`src/verilog/dsac_consts.svh`:
```
// Behaviour
// - filter reset bit holds filter, aborts result
// - no new conversion until reset bit clear
// - power-off bit downs everything, overrides others
// - sleep: modulator, sensor, buffers off, filter on
// - four modes decoded from three control bits
// - oversample code maps 16384..128, top bit 32768
// - reference pair: internal when zero, external one
// - modulator divider: code 000 /30, 010 /12
// - buffer bits: zero bypass, one enable buffer
// - hold bit freezes result, later results discarded
// - holding keeps converting, done flag unchanged
// - host holds results around three byte reads
// - hardware sets done flag, software clears it
// - data rate is modulator clock over 2*OSR
// - master divider 2*(code+1), code 11111 undivided
// - unimplemented divider and filter bits read zero
// - host powers converter off before idling
// - host uses 10 Hz and 25 Hz settings
// - host start: clear off/sleep, pulse reset bit
// - result 24-bit two's complement, saturating
`ifndef DSAC_CONSTS_SVH
`define DSAC_CONSTS_SVH
// device register offsets
`define DSAC_OFF_RES_LO 8'h04
`define DSAC_OFF_RES_MID 8'h05
`define DSAC_OFF_RES_HI 8'h06
`define DSAC_OFF_CONV 8'h07
`define DSAC_OFF_FILT 8'h08
`define DSAC_OFF_CKDIV 8'h09
// conversion_control fields
`define DSAC_CONV_RST_BIT 7
`define DSAC_CONV_SLP_BIT 6
`define DSAC_CONV_OFF_BIT 5
`define DSAC_CONV_OSR_LSB 1
`define DSAC_CONV_VREF_BIT 0
`define DSAC_CONV_RST_VAL 8'h20
// filter_buffer_control fields
`define DSAC_FILT_MDIV_LSB 5
`define DSAC_FILT_NBUF_BIT 4
`define DSAC_FILT_PBUF_BIT 3
`define DSAC_FILT_HOLD_BIT 2
`define DSAC_FILT_EOC_BIT 1
`define DSAC_FILT_RST_VAL 8'h00
`define DSAC_FILT_CTL_RST_VAL 6'h00
`define DSAC_EOC_RST_VAL 1'b0
// clock_divider_control
`define DSAC_CKDIV_RST_VAL 5'h00
`define DSAC_CKDIV_BYPASS 5'h1f
// modulator divider codes and last counts
`define DSAC_MDIV_12 3'h2
`define DSAC_N30_LAST 5'h1d
`define DSAC_N12_LAST 5'h0b
// twice the oversampling ratio, in modulator ticks
`define DSAC_CONV_LEN_TOP 17'h10000
`define DSAC_CONV_LEN_BASE 17'h00100
// saturation limits
`define DSAC_SAT_POS 24'h7fffff
`define DSAC_SAT_NEG 24'h800000
// host apb map
`define DSAC_APB_CMD 8'h00
`define DSAC_APB_STAT 8'h04
`define DSAC_APB_RESULT 8'h08
`define DSAC_CMD_WD_LSB 8
`define DSAC_CMD_OP_LSB 16
`define DSAC_STAT_RD_LSB 8
`endif

```
`src/verilog/dsac_pkg.sv`:
```
`default_nettype none
package dsac_pkg;
   // converter operating mode
   typedef enum logic [1:0] {
      DSAC_POWER_DOWN,
      DSAC_SLEEP,
      DSAC_NORMAL,
      DSAC_FILT_RESET
   } dsac_mode_e;
   // host command kinds
   typedef enum logic [2:0] {
      DSAC_OP_READ,
      DSAC_OP_WRITE,
      DSAC_OP_START,
      DSAC_OP_SNAP,
      DSAC_OP_PWROFF
   } dsac_op_e;
   // host link states
   typedef enum logic [1:0] {
      DSAC_H_IDLE,
      DSAC_H_REQ,
      DSAC_H_GAP
   } dsac_hstate_e;
endpackage
`default_nettype wire
```
`src/verilog/dsac_if.sv`:
```
`default_nettype none
interface dsac_if;
   logic reg_req; // host request, held until ack
   logic reg_we; // write when high
   logic [7:0] reg_addr; // register offset
   logic [7:0] reg_wdata; // write byte
   logic [7:0] reg_rdata; // read byte, valid with ack
   logic reg_ack; // one-cycle answer
   modport dev (
      input reg_req,
      input reg_we,
      input reg_addr,
      input reg_wdata,
      output reg_rdata,
      output reg_ack
   );
   modport host (
      output reg_req,
      output reg_we,
      output reg_addr,
      output reg_wdata,
      input reg_rdata,
      input reg_ack
   );
endinterface
`default_nettype wire

```
`src/verilog/dsac_dev.sv`:
```
`include "dsac_consts.svh"
`default_nettype none
module dsac_dev (
   input wire logic clk_sys,
   input wire logic rst_b,
   dsac_if.dev bus,
   input wire logic signed [25:0] sample_data,
   output dsac_pkg::dsac_mode_e op_mode,
   output logic modulator_on,
   output logic filter_on,
   output logic filter_reset,
   output logic ref_ext_sel,
   output logic neg_ref_buffer_on,
   output logic pos_ref_buffer_on,
   output logic adck_tick,
   output logic conv_done
);
   // conversion_control fields
   logic filter_reset_ctl_reg; // filter reset bit
   logic sleep_select_reg; // sleep select bit
   logic converter_power_off_reg; // power-off bit
   logic [3:0] oversample_select_reg; // oversampling code
   logic reference_pair_select_reg; // reference pair select
   // filter_buffer_control fields
   logic [2:0] modulator_clock_divider_reg; // modulator divider code
   logic neg_ref_buffer_on_reg; // negative buffer enable
   logic pos_ref_buffer_on_reg; // positive buffer enable
   logic result_hold_on_reg; // result hold bit
   logic eoc_reg; // conversion done flag
   // clock_divider_control
   logic [4:0] master_clock_divider_reg;
   // result and counters
   logic [23:0] result_reg; // last stored result
   logic [5:0] mcnt_reg; // master divider count
   logic mclk_tick_reg; // master clock enable
   logic [4:0] acnt_reg; // modulator divider count
   logic [16:0] conv_cnt_reg; // modulator ticks in conversion
   // bus answer
   logic ack_reg;
   logic [7:0] rdata_reg;
   // outputs
   dsac_pkg::dsac_mode_e mode_reg;
   logic modulator_on_reg;
   logic filter_on_reg;
   logic filter_reset_reg;
   logic ref_ext_sel_reg;
   logic nbuf_out_reg;
   logic pbuf_out_reg;
   logic adck_tick_reg;
   logic conv_done_reg;

   // bus access decode: a request is taken once, on its first cycle
   wire take = bus.reg_req & ~ack_reg;
   wire wr = take & bus.reg_we;
   wire wr_conv = wr & (bus.reg_addr == `DSAC_OFF_CONV);
   wire wr_filt = wr & (bus.reg_addr == `DSAC_OFF_FILT);
   wire wr_ckdiv = wr & (bus.reg_addr == `DSAC_OFF_CKDIV);

   // mode decode, power-off dominates, then sleep, then reset
   wire dsac_pkg::dsac_mode_e mode_next =
      converter_power_off_reg ? dsac_pkg::DSAC_POWER_DOWN :
      sleep_select_reg ? dsac_pkg::DSAC_SLEEP :
      filter_reset_ctl_reg ? dsac_pkg::DSAC_FILT_RESET :
      dsac_pkg::DSAC_NORMAL;
   wire is_pd = (mode_next == dsac_pkg::DSAC_POWER_DOWN);
   wire is_norm = (mode_next == dsac_pkg::DSAC_NORMAL);
   // modulator runs in normal and in filter-reset mode only
   wire mod_run = is_norm | (mode_next == dsac_pkg::DSAC_FILT_RESET);

   // master divider: last count 2*code+1 gives divide by 2*(code+1)
   wire bypass = (master_clock_divider_reg == `DSAC_CKDIV_BYPASS);
   wire [5:0] mlast = {master_clock_divider_reg, 1'b1};
   wire mwrap = (mcnt_reg == mlast);
   wire mtick_next = ~is_pd & (bypass | mwrap);

   // modulator divider; reserved codes fall back to divide by 30
   wire [4:0] alast =
      (modulator_clock_divider_reg == `DSAC_MDIV_12) ?
      `DSAC_N12_LAST : `DSAC_N30_LAST;
   wire awrap = mclk_tick_reg & (acnt_reg == alast);
   wire atick_next = mod_run & awrap;

   // conversion length is 2*OSR modulator ticks
   wire [2:0] osr_shift = 3'h7 - oversample_select_reg[2:0];
   wire [16:0] conv_len = oversample_select_reg[3] ?
      `DSAC_CONV_LEN_TOP : (`DSAC_CONV_LEN_BASE << osr_shift);
   wire conv_last = (conv_cnt_reg == conv_len - 17'h1);
   // a conversion ends only in normal mode
   wire conv_end = is_norm & adck_tick_reg & conv_last;
   // the hold bit drops finished results on the floor
   wire store = conv_end & ~result_hold_on_reg;

   // saturation of the filter output to 24 bits
   wire ovr = (sample_data[25:23] != {3{sample_data[25]}});
   wire [23:0] sat_val = ~ovr ? sample_data[23:0] :
      (sample_data[25] ? `DSAC_SAT_NEG : `DSAC_SAT_POS);

   // done flag: hardware set wins over a software clear
   wire eoc_clr = wr_filt & ~bus.reg_wdata[`DSAC_FILT_EOC_BIT];
   wire eoc_next = store | (eoc_reg & ~eoc_clr);

   // read mux, unused bit positions read zero
   wire [7:0] conv_rd = {filter_reset_ctl_reg, sleep_select_reg,
      converter_power_off_reg, oversample_select_reg,
      reference_pair_select_reg};
   wire [7:0] filt_rd = {modulator_clock_divider_reg,
      neg_ref_buffer_on_reg, pos_ref_buffer_on_reg,
      result_hold_on_reg, eoc_reg, 1'b0};
   wire [7:0] ckdiv_rd = {3'h0, master_clock_divider_reg};
   wire [7:0] rd_mux =
      (bus.reg_addr == `DSAC_OFF_RES_LO) ? result_reg[7:0] :
      (bus.reg_addr == `DSAC_OFF_RES_MID) ? result_reg[15:8] :
      (bus.reg_addr == `DSAC_OFF_RES_HI) ? result_reg[23:16] :
      (bus.reg_addr == `DSAC_OFF_CONV) ? conv_rd :
      (bus.reg_addr == `DSAC_OFF_FILT) ? filt_rd :
      (bus.reg_addr == `DSAC_OFF_CKDIV) ? ckdiv_rd :
      8'h00; // unmapped offsets read zero

   // bus answer one cycle after the request is seen
   always_ff @(posedge clk_sys or negedge rst_b) begin
      if (!rst_b) begin
         ack_reg <= 1'b0;
         rdata_reg <= 8'h00;
      end else begin
         ack_reg <= take;
         if (take) begin
            rdata_reg <= rd_mux; // writes also return the old value
         end
      end
   end

   // conversion_control register
   always_ff @(posedge clk_sys or negedge rst_b) begin
      if (!rst_b) begin
         {filter_reset_ctl_reg, sleep_select_reg,
            converter_power_off_reg, oversample_select_reg,
            reference_pair_select_reg} <= `DSAC_CONV_RST_VAL;
      end else if (wr_conv) begin
         {filter_reset_ctl_reg, sleep_select_reg,
            converter_power_off_reg, oversample_select_reg,
            reference_pair_select_reg} <= bus.reg_wdata;
      end
   end

   // filter_buffer_control register, done flag kept apart
   always_ff @(posedge clk_sys or negedge rst_b) begin
      if (!rst_b) begin
         {modulator_clock_divider_reg, neg_ref_buffer_on_reg,
            pos_ref_buffer_on_reg, result_hold_on_reg} <=
            `DSAC_FILT_CTL_RST_VAL;
      end else if (wr_filt) begin
         {modulator_clock_divider_reg, neg_ref_buffer_on_reg,
            pos_ref_buffer_on_reg, result_hold_on_reg} <=
            bus.reg_wdata[7:2];
      end
   end

   // done flag
   always_ff @(posedge clk_sys or negedge rst_b) begin
      if (!rst_b) begin
         eoc_reg <= `DSAC_EOC_RST_VAL;
      end else begin
         eoc_reg <= eoc_next;
      end
   end

   // clock_divider_control register
   always_ff @(posedge clk_sys or negedge rst_b) begin
      if (!rst_b) begin
         master_clock_divider_reg <= `DSAC_CKDIV_RST_VAL;
      end else if (wr_ckdiv) begin
         master_clock_divider_reg <= bus.reg_wdata[4:0];
      end
   end

   // master clock enable; counter parked while powered down
   always_ff @(posedge clk_sys or negedge rst_b) begin
      if (!rst_b) begin
         mcnt_reg <= 6'h00;
         mclk_tick_reg <= 1'b0;
      end else begin
         // a new divider code restarts the count cleanly
         if (is_pd | bypass | mwrap | wr_ckdiv) begin
            mcnt_reg <= 6'h00;
         end else begin
            mcnt_reg <= mcnt_reg + 6'h01;
         end
         mclk_tick_reg <= mtick_next;
      end
   end

   // modulator clock enable, stopped in sleep and power down
   always_ff @(posedge clk_sys or negedge rst_b) begin
      if (!rst_b) begin
         acnt_reg <= 5'h00;
         adck_tick_reg <= 1'b0;
      end else begin
         if (~mod_run | awrap) begin
            acnt_reg <= 5'h00;
         end else if (mclk_tick_reg) begin
            acnt_reg <= acnt_reg + 5'h01;
         end
         adck_tick_reg <= atick_next;
      end
   end

   // conversion counter; any mode but normal abandons the result
   always_ff @(posedge clk_sys or negedge rst_b) begin
      if (!rst_b) begin
         conv_cnt_reg <= 17'h00000;
      end else if (~is_norm | conv_end) begin
         conv_cnt_reg <= 17'h00000;
      end else if (adck_tick_reg) begin
         conv_cnt_reg <= conv_cnt_reg + 17'h00001;
      end
   end

   // result store; held or non-normal results never land here
   always_ff @(posedge clk_sys or negedge rst_b) begin
      if (!rst_b) begin
         result_reg <= 24'h000000;
      end else if (store) begin
         result_reg <= sat_val;
      end
   end

   // analog control outputs, all registered
   always_ff @(posedge clk_sys or negedge rst_b) begin
      if (!rst_b) begin
         mode_reg <= dsac_pkg::DSAC_POWER_DOWN;
         modulator_on_reg <= 1'b0;
         filter_on_reg <= 1'b0;
         filter_reset_reg <= 1'b0;
         ref_ext_sel_reg <= 1'b0;
         nbuf_out_reg <= 1'b0;
         pbuf_out_reg <= 1'b0;
         conv_done_reg <= 1'b0;
      end else begin
         mode_reg <= mode_next;
         modulator_on_reg <= mod_run;
         filter_on_reg <= ~is_pd;
         filter_reset_reg <= filter_reset_ctl_reg & ~is_pd;
         ref_ext_sel_reg <= reference_pair_select_reg;
         // buffers only live while the modulator runs
         nbuf_out_reg <= mod_run & neg_ref_buffer_on_reg;
         pbuf_out_reg <= mod_run & pos_ref_buffer_on_reg;
         conv_done_reg <= store;
      end
   end

   assign bus.reg_ack = ack_reg;
   assign bus.reg_rdata = rdata_reg;
   assign op_mode = mode_reg;
   assign modulator_on = modulator_on_reg;
   assign filter_on = filter_on_reg;
   assign filter_reset = filter_reset_reg;
   assign ref_ext_sel = ref_ext_sel_reg;
   assign neg_ref_buffer_on = nbuf_out_reg;
   assign pos_ref_buffer_on = pbuf_out_reg;
   assign adck_tick = adck_tick_reg;
   assign conv_done = conv_done_reg;
endmodule
`default_nettype wire

```
`src/flat_wrapper.sv`:
```
// flat-port wrapper written by rule: the top's interface ports become plain ports
module dsac_dev_flat 
  (clk_sys, rst_b, sample_data, op_mode, modulator_on, filter_on, filter_reset, ref_ext_sel, neg_ref_buffer_on, pos_ref_buffer_on, adck_tick, conv_done, bus_reg_req, bus_reg_we, bus_reg_addr, bus_reg_wdata, bus_reg_rdata, bus_reg_ack);
  dsac_if bus_i ();
  input wire logic clk_sys;
  input wire logic rst_b;
  input wire logic signed [25:0] sample_data;
  output dsac_pkg::dsac_mode_e op_mode;
  output logic modulator_on;
  output logic filter_on;
  output logic filter_reset;
  output logic ref_ext_sel;
  output logic neg_ref_buffer_on;
  output logic pos_ref_buffer_on;
  output logic adck_tick;
  output logic conv_done;
  input wire logic [$bits(bus_i.reg_req)-1:0] bus_reg_req;
  input wire logic [$bits(bus_i.reg_we)-1:0] bus_reg_we;
  input wire logic [$bits(bus_i.reg_addr)-1:0] bus_reg_addr;
  input wire logic [$bits(bus_i.reg_wdata)-1:0] bus_reg_wdata;
  output wire logic [$bits(bus_i.reg_rdata)-1:0] bus_reg_rdata;
  output wire logic [$bits(bus_i.reg_ack)-1:0] bus_reg_ack;
  assign bus_i.reg_req = bus_reg_req;
  assign bus_i.reg_we = bus_reg_we;
  assign bus_i.reg_addr = bus_reg_addr;
  assign bus_i.reg_wdata = bus_reg_wdata;
  assign bus_reg_rdata = bus_i.reg_rdata;
  assign bus_reg_ack = bus_i.reg_ack;
  dsac_dev u_core (.clk_sys(clk_sys), .rst_b(rst_b), .bus(bus_i), .sample_data(sample_data), .op_mode(op_mode), .modulator_on(modulator_on), .filter_on(filter_on), .filter_reset(filter_reset), .ref_ext_sel(ref_ext_sel), .neg_ref_buffer_on(neg_ref_buffer_on), .pos_ref_buffer_on(pos_ref_buffer_on), .adck_tick(adck_tick), .conv_done(conv_done));
endmodule
```
`config.mk`:
```
export PLATFORM = sky130hd
export DESIGN_NAME = dsac_dev_flat
export DESIGN_NICKNAME = d
export VERILOG_FILES = /design/src/verilog/dsac_pkg.sv /design/src/verilog/dsac_if.sv /design/src/verilog/dsac_dev.sv /design/src/flat_wrapper.sv
export VERILOG_INCLUDE_DIRS = /design/src /design/src/verilog
export SDC_FILE = /design/constraint.sdc
export NUM_CORES = 1
export LEC_CHECK = 0
export BUFFER_PORTS_ARGS = -buffer_cell sky130_fd_sc_hd__buf_2
export CAP_MARGIN = 0
export CORE_MARGIN = 1
export CORE_UTILIZATION = 52
export CTS_CLUSTER_SIZE = 30
export DETAILED_ROUTE_END_ITERATION = 16
export GPL_TIMING_DRIVEN = 0
export PLACE_DENSITY = 0.76
export SLEW_MARGIN = 20
export SYNTH_ARGS = -nofsm -noshare
export SYNTH_HDL_FRONTEND = slang
export SYNTH_SLANG_ARGS = --single-unit
```
`constraint.sdc`:
```
create_clock -name clk_sys -period 2.8 [get_ports clk_sys]
set_input_delay 0.56 -clock clk_sys [delete_from_list [all_inputs] [get_ports clk_sys]]
set_output_delay 0.56 -clock clk_sys [all_outputs]
set_load 0.05 [all_outputs]
```
# ---- Yosys cells after proc, flatten, opt, wreduce, memory -nomap -nowiden
# Index checks and enable logic that the tools add are counted.
dict set report word_totals {
  word_cells 99
  output_inout_bits 19
  ff_bits 92
  input_bits 46
}
dict set report classes {
  reduce_logical 3
  eq_ne 14
  muxes 18
  shifts 1
  n_bitwise 31
  add_sub_neg 5
}
# operator n
set op_table {}
lappend op_table {{17-bit two-way mux} 3}
lappend op_table {{24-bit two-way mux} 2}
lappend op_table {{8-bit two-way mux} 5}
lappend op_table {{8-bit by 3-bit equality test with 1-bit output (second input constant)} 4}
lappend op_table {{5-bit two-way mux} 4}
lappend op_table {{17-bit by 1-bit adder with 17-bit output (second input constant)} 1}
lappend op_table {{17-bit equality test} 1}
lappend op_table {{9-bit by 3-bit << shifter with 17-bit output (first input constant)} 1}
lappend op_table {{17-bit by 1-bit subtractor with 17-bit output (second input constant)} 1}
lappend op_table {{1-bit bitwise AND} 16}
lappend op_table {{8-bit by 4-bit equality test with 1-bit output (second input constant)} 2}
lappend op_table {{1-bit bitwise OR} 8}
lappend op_table {{1-bit NOT} 7}
lappend op_table {{6-bit by 1-bit adder with 6-bit output (second input constant)} 1}
lappend op_table {{6-bit equality test} 1}
lappend op_table {{6-bit two-way mux} 1}
lappend op_table {{5-bit by 1-bit adder with 5-bit output (second input constant)} 1}
lappend op_table {{5-bit equality test} 1}
lappend op_table {{5-bit equality test (second input constant)} 1}
lappend op_table {{2-bit equality test (second input constant)} 2}
lappend op_table {{2-bit two-way mux} 2}
lappend op_table {{2-bit nonzero test} 2}
lappend op_table {{3-bit by 2-bit equality test with 1-bit output (second input constant)} 1}
lappend op_table {{3-bit subtractor (first input constant)} 1}
lappend op_table {{3 further kinds} 3}

# ---- Depth between registers and ports, before layout
# Gate-level depths: netlist of the first run.
dict set report logic_depth {
  depth_word 8
  ltp_mapped 12
  mapped_depth_nobuf 9
}

# ---- Least setup slack after synthesis of the first run
# Ideal clock, no wire load.
dict set report synth_timing {
  path_kind {reg-to-reg}
  start {reg u_core.oversample_select_reg[2]}
  end {reg u_core.result_reg[10]}
  required_time_ns 2.675
  path_stages_with_launch 12
  arrival_ns 2.668
  path_buffers 3
  setup_slack_ns 0.007
  path_cell_list {dfrtp_1 > nor2b_1 > nand3_1 > ha_1 > buf_2 > nor3b_1 > o211ai_1 > a31oi_1 > or3b_1 > buf_6 > buf_12 > mux2_4}
}
dict set report synth_between {
  elab_chain_cells 7
}
# item line_no
set synth_lines {}
lappend synth_lines {{start: declaration} dsac_dev.sv:22} ;# logic [3:0] oversample_select_reg;
lappend synth_lines {{3-bit subtractor} dsac_dev.sv:84} ;# wire [2:0] osr_shift = 3'h7 - oversample_select_reg[2:0];
lappend synth_lines {{9-bit by 3-bit << shifter with 17-bit output (no line)} n/a}
lappend synth_lines {{17-bit two-way mux} dsac_dev.sv:85} ;# wire [16:0] conv_len = oversample_select_reg[3] ?
lappend synth_lines {{17-bit by 1-bit subtractor with 17-bit output} dsac_dev.sv:87} ;# wire conv_last = (conv_cnt_reg == conv_len - 17'h1);
lappend synth_lines {{17-bit equality test} dsac_dev.sv:87}
lappend synth_lines {{1-bit bitwise AND} dsac_dev.sv:89} ;# wire conv_end = is_norm & adck_tick_reg & conv_last;
lappend synth_lines {{1-bit bitwise AND} dsac_dev.sv:91} ;# wire store = conv_end & ~result_hold_on_reg;
lappend synth_lines {{end signal: assignment} dsac_dev.sv:223} ;# result_reg <= sat_val;
lappend synth_lines {{end: declaration} dsac_dev.sv:33} ;# logic [23:0] result_reg;
# Every way passes these cells.
# A chain may end at the register's enable or synchronous reset.

# ---- Worst setup path after layout of the first run
dict set report layout_timing {
  start {reg u_core.oversample_select_reg[3]}
  end {reg u_core.result_reg[16]}
}
dict set report layout_between {
  elab_chain_cells 5
}
# item line_no
set layout_lines {}
lappend layout_lines {{17-bit two-way mux} dsac_dev.sv:85}
lappend layout_lines {{17-bit by 1-bit subtractor with 17-bit output} dsac_dev.sv:87}
lappend layout_lines {{17-bit equality test} dsac_dev.sv:87}
lappend layout_lines {{1-bit bitwise AND} dsac_dev.sv:89}
lappend layout_lines {{1-bit bitwise AND} dsac_dev.sv:91}
# Every way passes these cells.

==> flow_metrics.py, run 1 <==
metrics = {
    "synthesis": {
        "synth-seq-cells": 92,
        "yosysTopAreaCellShare_pct": 47.33,
        "synthesis.instances": 463,
        "synth_top_family_by_area": "simple AND/OR/NAND/NOR gates",
        "synth_seq_area_share_pct": 47.88,
        "synth_top_area_cell": "dfrtp_1",
        "ys_types": 60,
        "yosys-top-cells-area": "dfrtp_1 47%, mux2_2 6.1%, mux2_4 5.6%",
        "synth_simple_gate_area_share_pct": 20.00,
        "synth_async_sr_flop_share_pct": 100.0,
        "synth_area_per_cell_um2": 10.39,
        "synth_edf_count": 0,
        "synthesis.area_um2": 4811,
        "yosys.area_share.xor_xnor_pct": 5.826,
        "synthAdderAreaFrac_pct": 1.040,
        "synth_flop_cell": "dfrtp_1",
        "ys_warn_count": 0,
        "synth_compound_gate_area_share_pct": 6.710,
        "muxShareOfSynthArea_pct": 14.77,
        "syn-num-nets": 513,
    },
    "worst_hold_path": {
        "min-delay-path-class": "reg2reg",
        "hold_path_depth": 0,
    },
    "finish": {
        "flow.area_growth_from_synthesis_pct": 16.62,
        "finalNetCount": 598,
        "antennaDiodeCount": 0,
        "most_frequent_cells_in_the_layout": "89 x dfrtp_1, 71 x nand2_1, 64 x buf_2",
        "layout.cells.most_common": "dfrtp_1",
        "layout_cell_share_with_drive_strength_beyond_1_pct": 29.11,
        "largest_register_ffs": 24,
    },
    "setup_path": {
        "worstSetupStartpointType": "flip-flop",
        "crit_start": "u_core.oversample_select_reg[3]",
        "worst_r2r_path_depth": 10,
        "timing_worst_setup_path_type": "reg2reg",
        "critPathMaxFanout": 10,
        "worst-endpoint-required_ns": 3.05,
        "critPathArrivalTime_ns": 2.98,
        "end_kind": "flip-flop",
        "worst-r2r-setup-slack_ns": 0.08,
        "crit_path_max_incr_delay_ns": 0.46,
        "regToRegStartpoint": "u_core.oversample_select_reg[3]",
        "slowest_stage": "dfrtp_2",
        "cp-endpoint": "u_core.result_reg[16]",
        "r2r-end": "u_core.result_reg[16]",
        "crit_path_cell_trace": "nor2b_4 -> nand3_1 -> ha_2 -> xnor2_1 -> a2111oi_4 -> nand4_1 -> or3b_1 -> buf_6 -> buf_12 -> mux2_4",
    },
    "grt": {
        "via_count_of_the_first_global_routing_pass": 3592,
        "grtUsageMet1_pct": 31.19,
        "globalRoute.totalOverflow": 0,
        "globalRouteMet2Util_pct": 37.38,
        "antenna_found_initial": 0,
        "grt_max_degree": 80,
        "gr-usage-met3_pct": 2.434,
        "grt_busiest_layer": "met2",
        "grt_first_pass_wirelength_um": 17240,
        "groute.usage.overall_pct": 22.72,
    },
    "routing": {
        "post-route-drc-count": 1,
        "drt_first_iter_violations": 185,
        "vias_per_cell": 5.592,
        "dr.pass1.iters": 10,
        "route.vias.total": 3696,
        "wl_per_cell_um": 15.82,
        "number_of_routed_nets_with_antenna_violations": 0,
        "totalWireLength_um": 10460,
    },
    "sta": {
        "measured_slew_at_the_worst_slew_check_pin_ns": 0.8301,
        "hold_violations": 0,
        "relative_slew_margins_pct": 44.54,
        "layout_worst_path_cycle_share_pct": 97.17,
        "slew_violations": 0,
        "achievable-frequency_mhz": 367.6,
        "finalSetupViolations": 0,
        "timing.clock.skew_ns": 0.01186,
        "fin_crit_ns": 2.721,
        "setup_slack_ns": 0.07929,
    },
    "power_and_ir_drop": {
        "power.leakage_uw": 0.002736,
        "ir_worst_vdd_v": 0.0003342,
        "p_per_area_nw_per_um2": 524.7,
        "total_switching_power_uw": 845.8,
        "share_of_power_burned_in_registers_pct": 52.6,
        "power.share.switching_pct": 28.73,
        "power.combinational.fraction_pct": 16.1,
        "clock_power_share_pct": 31.4,
        "cell_internal_pwr_uw": 2098,
        "total_power_uw": 2944,
    },
    "clocking": {
        "clkSinkCount": 92,
        "clock_tree_from_tritoncts": "built",
        "insertion_delay_ns": 0.37,
        "clk_pin_slew_worst_paths_ns": 0.09,
        "cts_buffer_depth": 2,
        "root_buffer_selected_by_cts": "clkbuf_8",
        "tritoncts.num_buffers": 9,
        "clock_tree.htree_level_count": 3,
    },
    "placed_design": {
        "placement.setup.worst_slack_ns": -0.2995,
        "dp_hpwl_um": 7503,
        "gpl.final_weighted_congestion": 0.8438,
        "place.port_buffers": 63,
    },
    "die": {
        "die_height_um": 98.19,
        "boundaryPins": 65,
        "die_w_um": 98.19,
        "core_area_um2": 8848,
        "dieArea_um2": 9640,
        "floorplan.initialDensity_pct": 54.37,
        "core.rowCount": 34,
    },
    "flow_run": {
        "max_cap_viols": 0,
    },
    "run_status": {
        "outcome": "finished with violations",
        "violated_checks": "design-rule violations",
    },
}
critical path, delay by kind of cell, from the launching register on:
kind / cells / cell delay [ns]
flops: 1 / 0.46
fa+ha+maj: 1 / 0.29
compound gates: 1 / 0.35
simple gates: 4 / 0.75
mux: 1 / 0.30
buf+inv: 2 / 0.31
xor+xnor: 1 / 0.15
how the worst min path moves through the flow:
stage | to | startpoint
final | u_core.ref_ext_sel | u_core.reference_pair_select_reg
after global routing | u_core.modulator_clock_divider_reg[2] | bus_reg_wdata[7]
after CTS | u_core.ref_ext_sel | u_core.reference_pair_select_reg
after detailed placement | u_core.conv_cnt_reg[8] | rst_b
after global placement | u_core.ref_ext_sel | u_core.reference_pair_select_reg
after floorplan | u_core.acnt_reg[0] | rst_b
synthesized netlist by cell type (4+ instances only):
library cell and number:
mux2_2 26, dfrtp_1 91, buf_2 5, nand4_1 6, xor2_1 17, a31oi_1 4, and3_1 4, nor3_1 11
a21oi_1 9, and2_1 4, ha_1 4, a221oi_1 4, nand2b_1 7, mux2_4 18, mux2i_1 8, nand2_1 71
clkbuf_1 12, nand3_1 17, nor2b_1 5, xnor2_1 15, inv_1 8, nor2_1 53, o21ai_0 9
per-stage QoR:
stage | hold slack [ns] | instance area, µm² | setup TNS [ns] | utilization, % | instances
6_report | 0.4308 | 5610 | 0 | 63.41 | 661
5_1_grt | 0.4449 | 5610 | -0.08320 | 63.41 | 661
4_1_cts | 0.4268 | 5552 | 0 | 62.74 | 656
3_5_place_dp | 0.3956 | 5295 | -6.724 | 59.84 | 635
3_3_place_gp | 0.4072 | 5261 | -3.684 | 59.46 | 634
2_1_floorplan | 0.2644 | 4811 | 0 | - | 463
metal layers:
layer	part of all wire, %	vias up
met5	0	-
met3	3.4	10
met4	1.1	0
li1	-	1768
met1	45	1845
met2	50	73
power groups by stage:
stage | combinational (µW) | clock [µW] | sequential, µW
floorplan | 285 | 0 | 1590
global placement | 440 | 0 | 1560
detailed placement | 470 | 0 | 1570
CTS | 477 | 939 | 1540
global route | 528 | 991 | 1570
finish | 473 | 923 | 1550
area by class of cell:
cell class,count,area (µm²)
buffer,25,162.7
clock buffer,11,141.4
clock inverter,5,60.06
fill,704,3238
inverter,8,30.03
multi-input combinational,338,2349
sequential,92,2306
tap,108,135.1
timing repair buffer,74,426.7
cell families after synthesis:
kind of cell | after synthesis
fa+ha+maj | 4
xor+xnor | 32
flops | 92
buf+inv | 33
mux | 55
simple gates | 201
compound gates | 46
timing repair:
action / 4_1_cts / 5_1_grt
pin swaps: 1 / 5
setup buffers: 4 / 5
endpoints found under the hold margin: 3 / 0
resized for setup: 6 / 6
hold buffers: 1 / 0
setup endpoints to repair: 35 / 18
Note: power is estimated with default switching activity, not from simulation.
==> run 2: changes to the inputs <==
Settings changed: RECOVER_POWER set to 25.
==> flow_metrics.py, run 2 (same netlist as run 1, synthesis figures left out) <==
metrics = {
    "sta": {
        "hold_violations": 0,
        "measured_slew_at_the_worst_slew_check_pin_ns": 1.069,
        "timing.clock.skew_ns": 0.01270,
        "setup_slack_ns": 0.07821,
        "achievable-frequency_mhz": 367.4,
        "relative_slew_margins_pct": 28.75,
        "finalSetupViolations": 0,
        "fin_crit_ns": 2.722,
        "fin_setup_tns_ns": 0,
        "layout_worst_path_cycle_share_pct": 97.21,
        "slew_violations": 0,
    },
    "run_status": {
        "violated_checks": "design-rule violations",
        "outcome": "finished with violations",
    },
    "clocking": {
        "tritoncts.num_buffers": 9,
        "root_buffer_selected_by_cts": "clkbuf_8",
        "cts_buffer_depth": 2,
        "insertion_delay_ns": 0.37,
        "clock_tree_from_tritoncts": "built",
        "clock_tree.htree_level_count": 3,
        "clk_pin_slew_worst_paths_ns": 0.09,
        "clkSinkCount": 92,
    },
    "routing": {
        "vias_per_cell": 5.587,
        "number_of_routed_nets_with_antenna_violations": 0,
        "route.vias.total": 3693,
        "drt_first_iter_violations": 194,
        "totalWireLength_um": 10470,
        "post-route-drc-count": 1,
        "wl_per_cell_um": 15.84,
        "dr.pass1.iters": 10,
    },
    "grt": {
        "grt_first_pass_wirelength_um": 17240,
        "groute.usage.overall_pct": 22.72,
        "globalRoute.totalOverflow": 0,
        "antenna_found_initial": 0,
        "via_count_of_the_first_global_routing_pass": 3592,
        "grt_max_degree": 80,
    },
    "placed_design": {
        "place.detailed.instances": 635,
        "place.port_buffers": 63,
        "dp_hpwl_um": 7503,
        "placed_area_um2": 5295,
        "gpl.final_weighted_congestion": 0.8438,
        "placement.setup.worst_slack_ns": -0.2995,
    },
    "die": {
        "dieArea_um2": 9640,
        "floorplan.initialDensity_pct": 54.37,
        "die_height_um": 98.19,
        "boundaryPins": 65,
        "core_area_um2": 8848,
        "die_w_um": 98.19,
        "core.rowCount": 34,
    },
    "setup_path": {
        "critPathArrivalTime_ns": 2.97,
        "worstSetupStartpointType": "flip-flop",
        "slowest_stage": "dfrtp_2",
        "crit_path_cell_trace": "nor2b_4 -> nand3_1 -> ha_2 -> xnor2_1 -> a2111oi_4 -> nand4_1 -> or3b_1 -> buf_6 -> buf_12 -> mux2_4",
        "worst-endpoint-required_ns": 3.05,
        "critPathMaxFanout": 10,
        "timing_worst_setup_path_type": "reg2reg",
        "crit_path_max_incr_delay_ns": 0.47,
        "end_kind": "flip-flop",
    },
    "finish": {
        "layout_cell_share_with_drive_strength_beyond_1_pct": 28.57,
        "count_of_non_filler_cells_in_the_finished_layout": 661,
        "flow.area_growth_from_synthesis_pct": 15.89,
        "finalNetCount": 598,
        "layout.cells.most_common": "dfrtp_1",
        "most_frequent_cells_in_the_layout": "89 x dfrtp_1, 71 x nand2_1, 64 x buf_2",
        "stdcell_area_um2": 5575,
        "largest_register_ffs": 24,
        "antennaDiodeCount": 0,
    },
    "power_and_ir_drop": {
        "power.leakage_uw": 0.002716,
        "p_per_area_nw_per_um2": 526.6,
        "ir_worst_vdd_v": 0.0003339,
    },
    "flow_run": {
        "max_cap_viols": 0,
    },
    "worst_hold_path": {
        "min-delay-path-class": "reg2reg",
    },
}
-- run 2: cell types whose count changed in the layout (fill, tap and decap cells not counted), sizes merged --
cell,change
buf,-3
clkbuf,+3
-- run 2: per-stage QoR --
stage / power, µW / hold slack [ns] / utilization, %
6_report: 2936 / 0.4343 / 63.01
5_1_grt: 3078 / 0.4449 / 63.01
4_1_cts: 2961 / 0.4268 / 62.74
3_5_place_dp: 2041 / 0.3956 / 59.84
3_3_place_gp: 2004 / 0.4072 / 59.46
2_1_floorplan: 1873 / 0.2644 / -
-- run 2: routing by layer --
| metal | vias up | track usage [%] | routed length, µm |
|---|---|---|---|
| met5 | - | 0 | 0 |
| met2 | 74 | 37.38 | 5226 |
| met4 | 0 | 8.726 | 178 |
| met1 | 1833 | 31.19 | 4749 |
| li1 | 1768 | - | - |
| met3 | 18 | 2.434 | 316 |
-- run 2: timing repair --
| action | 4_1_cts | 5_1_grt |
|---|---|---|
| gates cloned | 0 | 0 |
| pin swaps | 1 | 5 |
| setup buffers | 4 | 5 |
| hold buffers | 1 | 0 |
| gates resized for setup | 6 | 6 |
| endpoints found under the hold margin | 3 | 0 |
| setup endpoints to repair | 35 | 18 |
-- run 2: layout make-up --
cell class	count	area, µm²
fillers	709	3273
multi-input cells	338	2349
clock inverters	5	60.06
repair buffers	74	399.1
plain buffers	25	155.1
inverters	8	30.03
clock buffers	11	141.4
well taps	108	135.1
flip-flops and latches	92	2306
-- run 2: power breakdown --
| group | switching [µW] | total, µW | internal [µW] |
|---|---|---|---|
| Sequential | 105 | 1550 | 1440 |
| Combinational | 261 | 469 | 207 |
| Clock | 476 | 919 | 443 |
-- run 2: worst max-delay path, delay by kind of cell, from the launching register on --
kind                       cells  cell delay, ns
muxes                          1            0.30
AOI/OAI and AO/OA              1            0.35
xor gates and xnor gates       1            0.15
and+or+nand+nor                4            0.74
buffers and inverters          2            0.31
DFF                            1            0.47
adders and majority gates      1            0.29
-- run 2: path summary, 6_finish.rpt --
check,from,to,slack [ns],depth (start not counted)
max,u_core.oversample_select_reg[3],u_core.result_reg[16],0.08,10
min,u_core.reference_pair_select_reg,u_core.ref_ext_sel,0.43,0
max reg2reg,u_core.oversample_select_reg[3],u_core.result_reg[16],0.08,10
min reg2reg,u_core.reference_pair_select_reg,u_core.ref_ext_sel,0.43,0
max in group asynchronous,rst_b,u_core.oversample_select_reg[1],0.40,3
min in group asynchronous,rst_b,u_core.conv_cnt_reg[8],0.75,2
==> run 3: changes to the inputs <==
--- a/config.mk
+++ b/config.mk
@@ -10,4 +10,7 @@
 export CAP_MARGIN = 0
+export CELL_PAD_IN_SITES_DETAIL_PLACEMENT = 1
+export CELL_PAD_IN_SITES_GLOBAL_PLACEMENT = 2
+export CORE_ASPECT_RATIO = 1.5
 export CORE_MARGIN = 1
-export CORE_UTILIZATION = 52
+export CORE_UTILIZATION = 34
 export CTS_CLUSTER_SIZE = 30
@@ -15,3 +18,3 @@
 export GPL_TIMING_DRIVEN = 0
-export PLACE_DENSITY = 0.76
+export PLACE_DENSITY_LB_ADDON = 0.1
 export RECOVER_POWER = 25
==> constraint.sdc (replaced) <==
create_clock -name clk_sys -period 2.8 [get_ports clk_sys]
set_input_delay 0.42 -clock clk_sys [delete_from_list [all_inputs] [get_ports clk_sys]]
set_output_delay 0.42 -clock clk_sys [all_outputs]
set_load 0.05 [all_outputs]
==> flow_metrics.py, run 3 (same netlist as run 1, synthesis figures left out) <==
metrics = {
    "clocking": {
        "cts_buffer_depth": 2,
        "clkSinkCount": 92,
        "root_buffer_selected_by_cts": "clkbuf_16",
        "insertion_delay_ns": 0.35,
        "clock_tree.htree_level_count": 3,
        "tritoncts.num_buffers": 9,
        "clock_tree_from_tritoncts": "built",
        "clk_pin_slew_worst_paths_ns": 0.07,
    },
    "die": {
        "die_height_um": 147.7,
        "floorplan.initialDensity_pct": 35.21,
        "die_w_um": 99.13,
        "boundaryPins": 65,
        "dieArea_um2": 14640,
        "core_area_um2": 13660,
        "core.rowCount": 52,
    },
    "setup_path": {
        "end_kind": "flip-flop",
        "cp-endpoint": "u_core.result_reg[22]",
        "r2r-end": "u_core.result_reg[22]",
        "timing_worst_setup_path_type": "reg2reg",
        "critPathTopFamily": "simple AND/OR/NAND/NOR gates",
        "crit_start": "u_core.oversample_select_reg[3]",
        "critPathArrivalTime_ns": 2.92,
        "slowest_stage": "or3b_4",
        "crit_path_cell_trace": "nor2b_4 -> nand3_1 -> ha_2 -> xnor2_1 -> a2111oi_4 -> nand4_1 -> or3b_4 -> buf_12 -> mux2_4",
        "critPathMaxFanout": 10,
        "crit_path_max_incr_delay_ns": 0.49,
        "worst_r2r_path_depth": 9,
        "cp_num_cells": 9,
        "regToRegStartpoint": "u_core.oversample_select_reg[3]",
        "critPathBufInv": 1,
        "worst-r2r-setup-slack_ns": 0.12,
        "worst-endpoint-required_ns": 3.04,
        "worstSetupStartpointType": "flip-flop",
    },
    "finish": {
        "finalNetCount": 592,
        "largest_register_ffs": 24,
        "most_frequent_cells_in_the_layout": "88 x dfrtp_1, 71 x nand2_1, 64 x buf_2",
        "count_of_non_filler_cells_in_the_finished_layout": 709,
        "layout.cells.most_common": "dfrtp_1",
        "flow.area_growth_from_synthesis_pct": 18.60,
        "layout_cell_share_with_drive_strength_beyond_1_pct": 28.70,
        "antennaDiodeCount": 0,
    },
    "power_and_ir_drop": {
        "p_per_area_nw_per_um2": 572.5,
        "ir_worst_vdd_v": 0.0002742,
        "total_power_uw": 3267,
        "power.leakage_uw": 0.002736,
    },
    "routing": {
        "route.vias.total": 3664,
        "wl_per_cell_um": 17.86,
        "vias_per_cell": 5.168,
        "drt_first_iter_violations": 44,
        "totalWireLength_um": 12670,
        "dr.pass1.iters": 4,
        "number_of_routed_nets_with_antenna_violations": 0,
        "post-route-drc-count": 0,
    },
    "grt": {
        "antenna_found_initial": 1,
        "grt_max_degree": 68,
        "globalRoute.totalOverflow": 0,
        "grt_first_pass_wirelength_um": 21320,
        "groute.usage.overall_pct": 18.99,
        "via_count_of_the_first_global_routing_pass": 4052,
    },
    "sta": {
        "finalSetupViolations": 0,
        "timing.clock.skew_ns": 0.01278,
        "achievable-frequency_mhz": 373.2,
        "layout_worst_path_cycle_share_pct": 95.69,
        "rsz0062_at_grt": "no",
        "finalHoldWorstSlack_ns": 0.3194,
        "fin_crit_ns": 2.679,
        "fin_setup_tns_ns": 0,
        "slew_violations": 0,
        "relative_slew_margins_pct": 0.7745,
        "hold_violations": 0,
        "measured_slew_at_the_worst_slew_check_pin_ns": 1.488,
    },
    "worst_hold_path": {
        "min-delay-path-class": "in2reg",
    },
    "run_status": {
        "outcome": "finished clean",
    },
    "placed_design": {
        "dp_hpwl_um": 9591,
        "place.detailed.instances": 689,
        "gpl.final_weighted_congestion": 0.7540,
        "place.port_buffers": 63,
    },
    "flow_run": {
        "max_cap_viols": 0,
    },
}
run 3: final cells by class:
type / count / area (µm²)
clock buffers: 9 / 225.2
well taps: 162 / 202.7
multi-input cells: 338 / 2357
flip-flops and latches: 92 / 2307
clock inverters: 7 / 73.82
repair buffers: 71 / 380.4
plain buffers: 22 / 128.9
inverters: 8 / 30.03
fillers: 1549 / 7958
run 3: per-layer routing:
metal  share of wire, %  global-route usage (%)  up-vias
met3                2.2                   2.931       20
met5               0.14                       0        -
li1                   -                       -     1752
met1                 41                   20.99     1835
met4                2.0                   7.206        2
met2                 55                   36.05       55
run 3: repair_timing:
| item | CTS | global route |
|---|---|---|
| setup endpoints to repair | 35 | 21 |
| hold buffers | 1 | 0 |
| pin swaps | 2 | 6 |
| resized for setup | 9 | 5 |
| cloned | 0 | 0 |
| setup buffers | 5 | 1 |
| endpoints found under the hold margin | 24 | 0 |
run 3: how the worst min path moves through the flow:
stage	from	endpoint	cells past startpoint
after floorplan	rst_b	u_core.acnt_reg[0]	0
after global placement	u_core.reference_pair_select_reg	u_core.ref_ext_sel	0
after detailed placement	rst_b	u_core.acnt_reg[1]	1
after CTS	bus_reg_wdata[5]	u_core.modulator_clock_divider_reg[0]	2
after global routing	bus_reg_wdata[6]	u_core.modulator_clock_divider_reg[1]	2
final	bus_reg_wdata[6]	u_core.modulator_clock_divider_reg[1]	2
run 3: per-stage QoR:
step / util [%] / area (µm²) / worst slack, ns
2_1_floorplan: - / 4811 / 0.006510
3_3_place_gp: 39.00 / 5329 / -0.3468
3_5_place_dp: 39.25 / 5363 / -0.4363
4_1_cts: 41.93 / 5729 / 0.007921
5_1_grt: 41.76 / 5705 / 0.02570
6_report: 41.76 / 5705 / 0.1207
run 3: power by group:
group / internal [µW] / leakage [µW] / switching (µW)
clock network: 697 / 0.000146 / 552
registers: 1440 / 0.00117 / 109
logic: 206 / 0.00142 / 258
total: 2350 / 0.00274 / 918
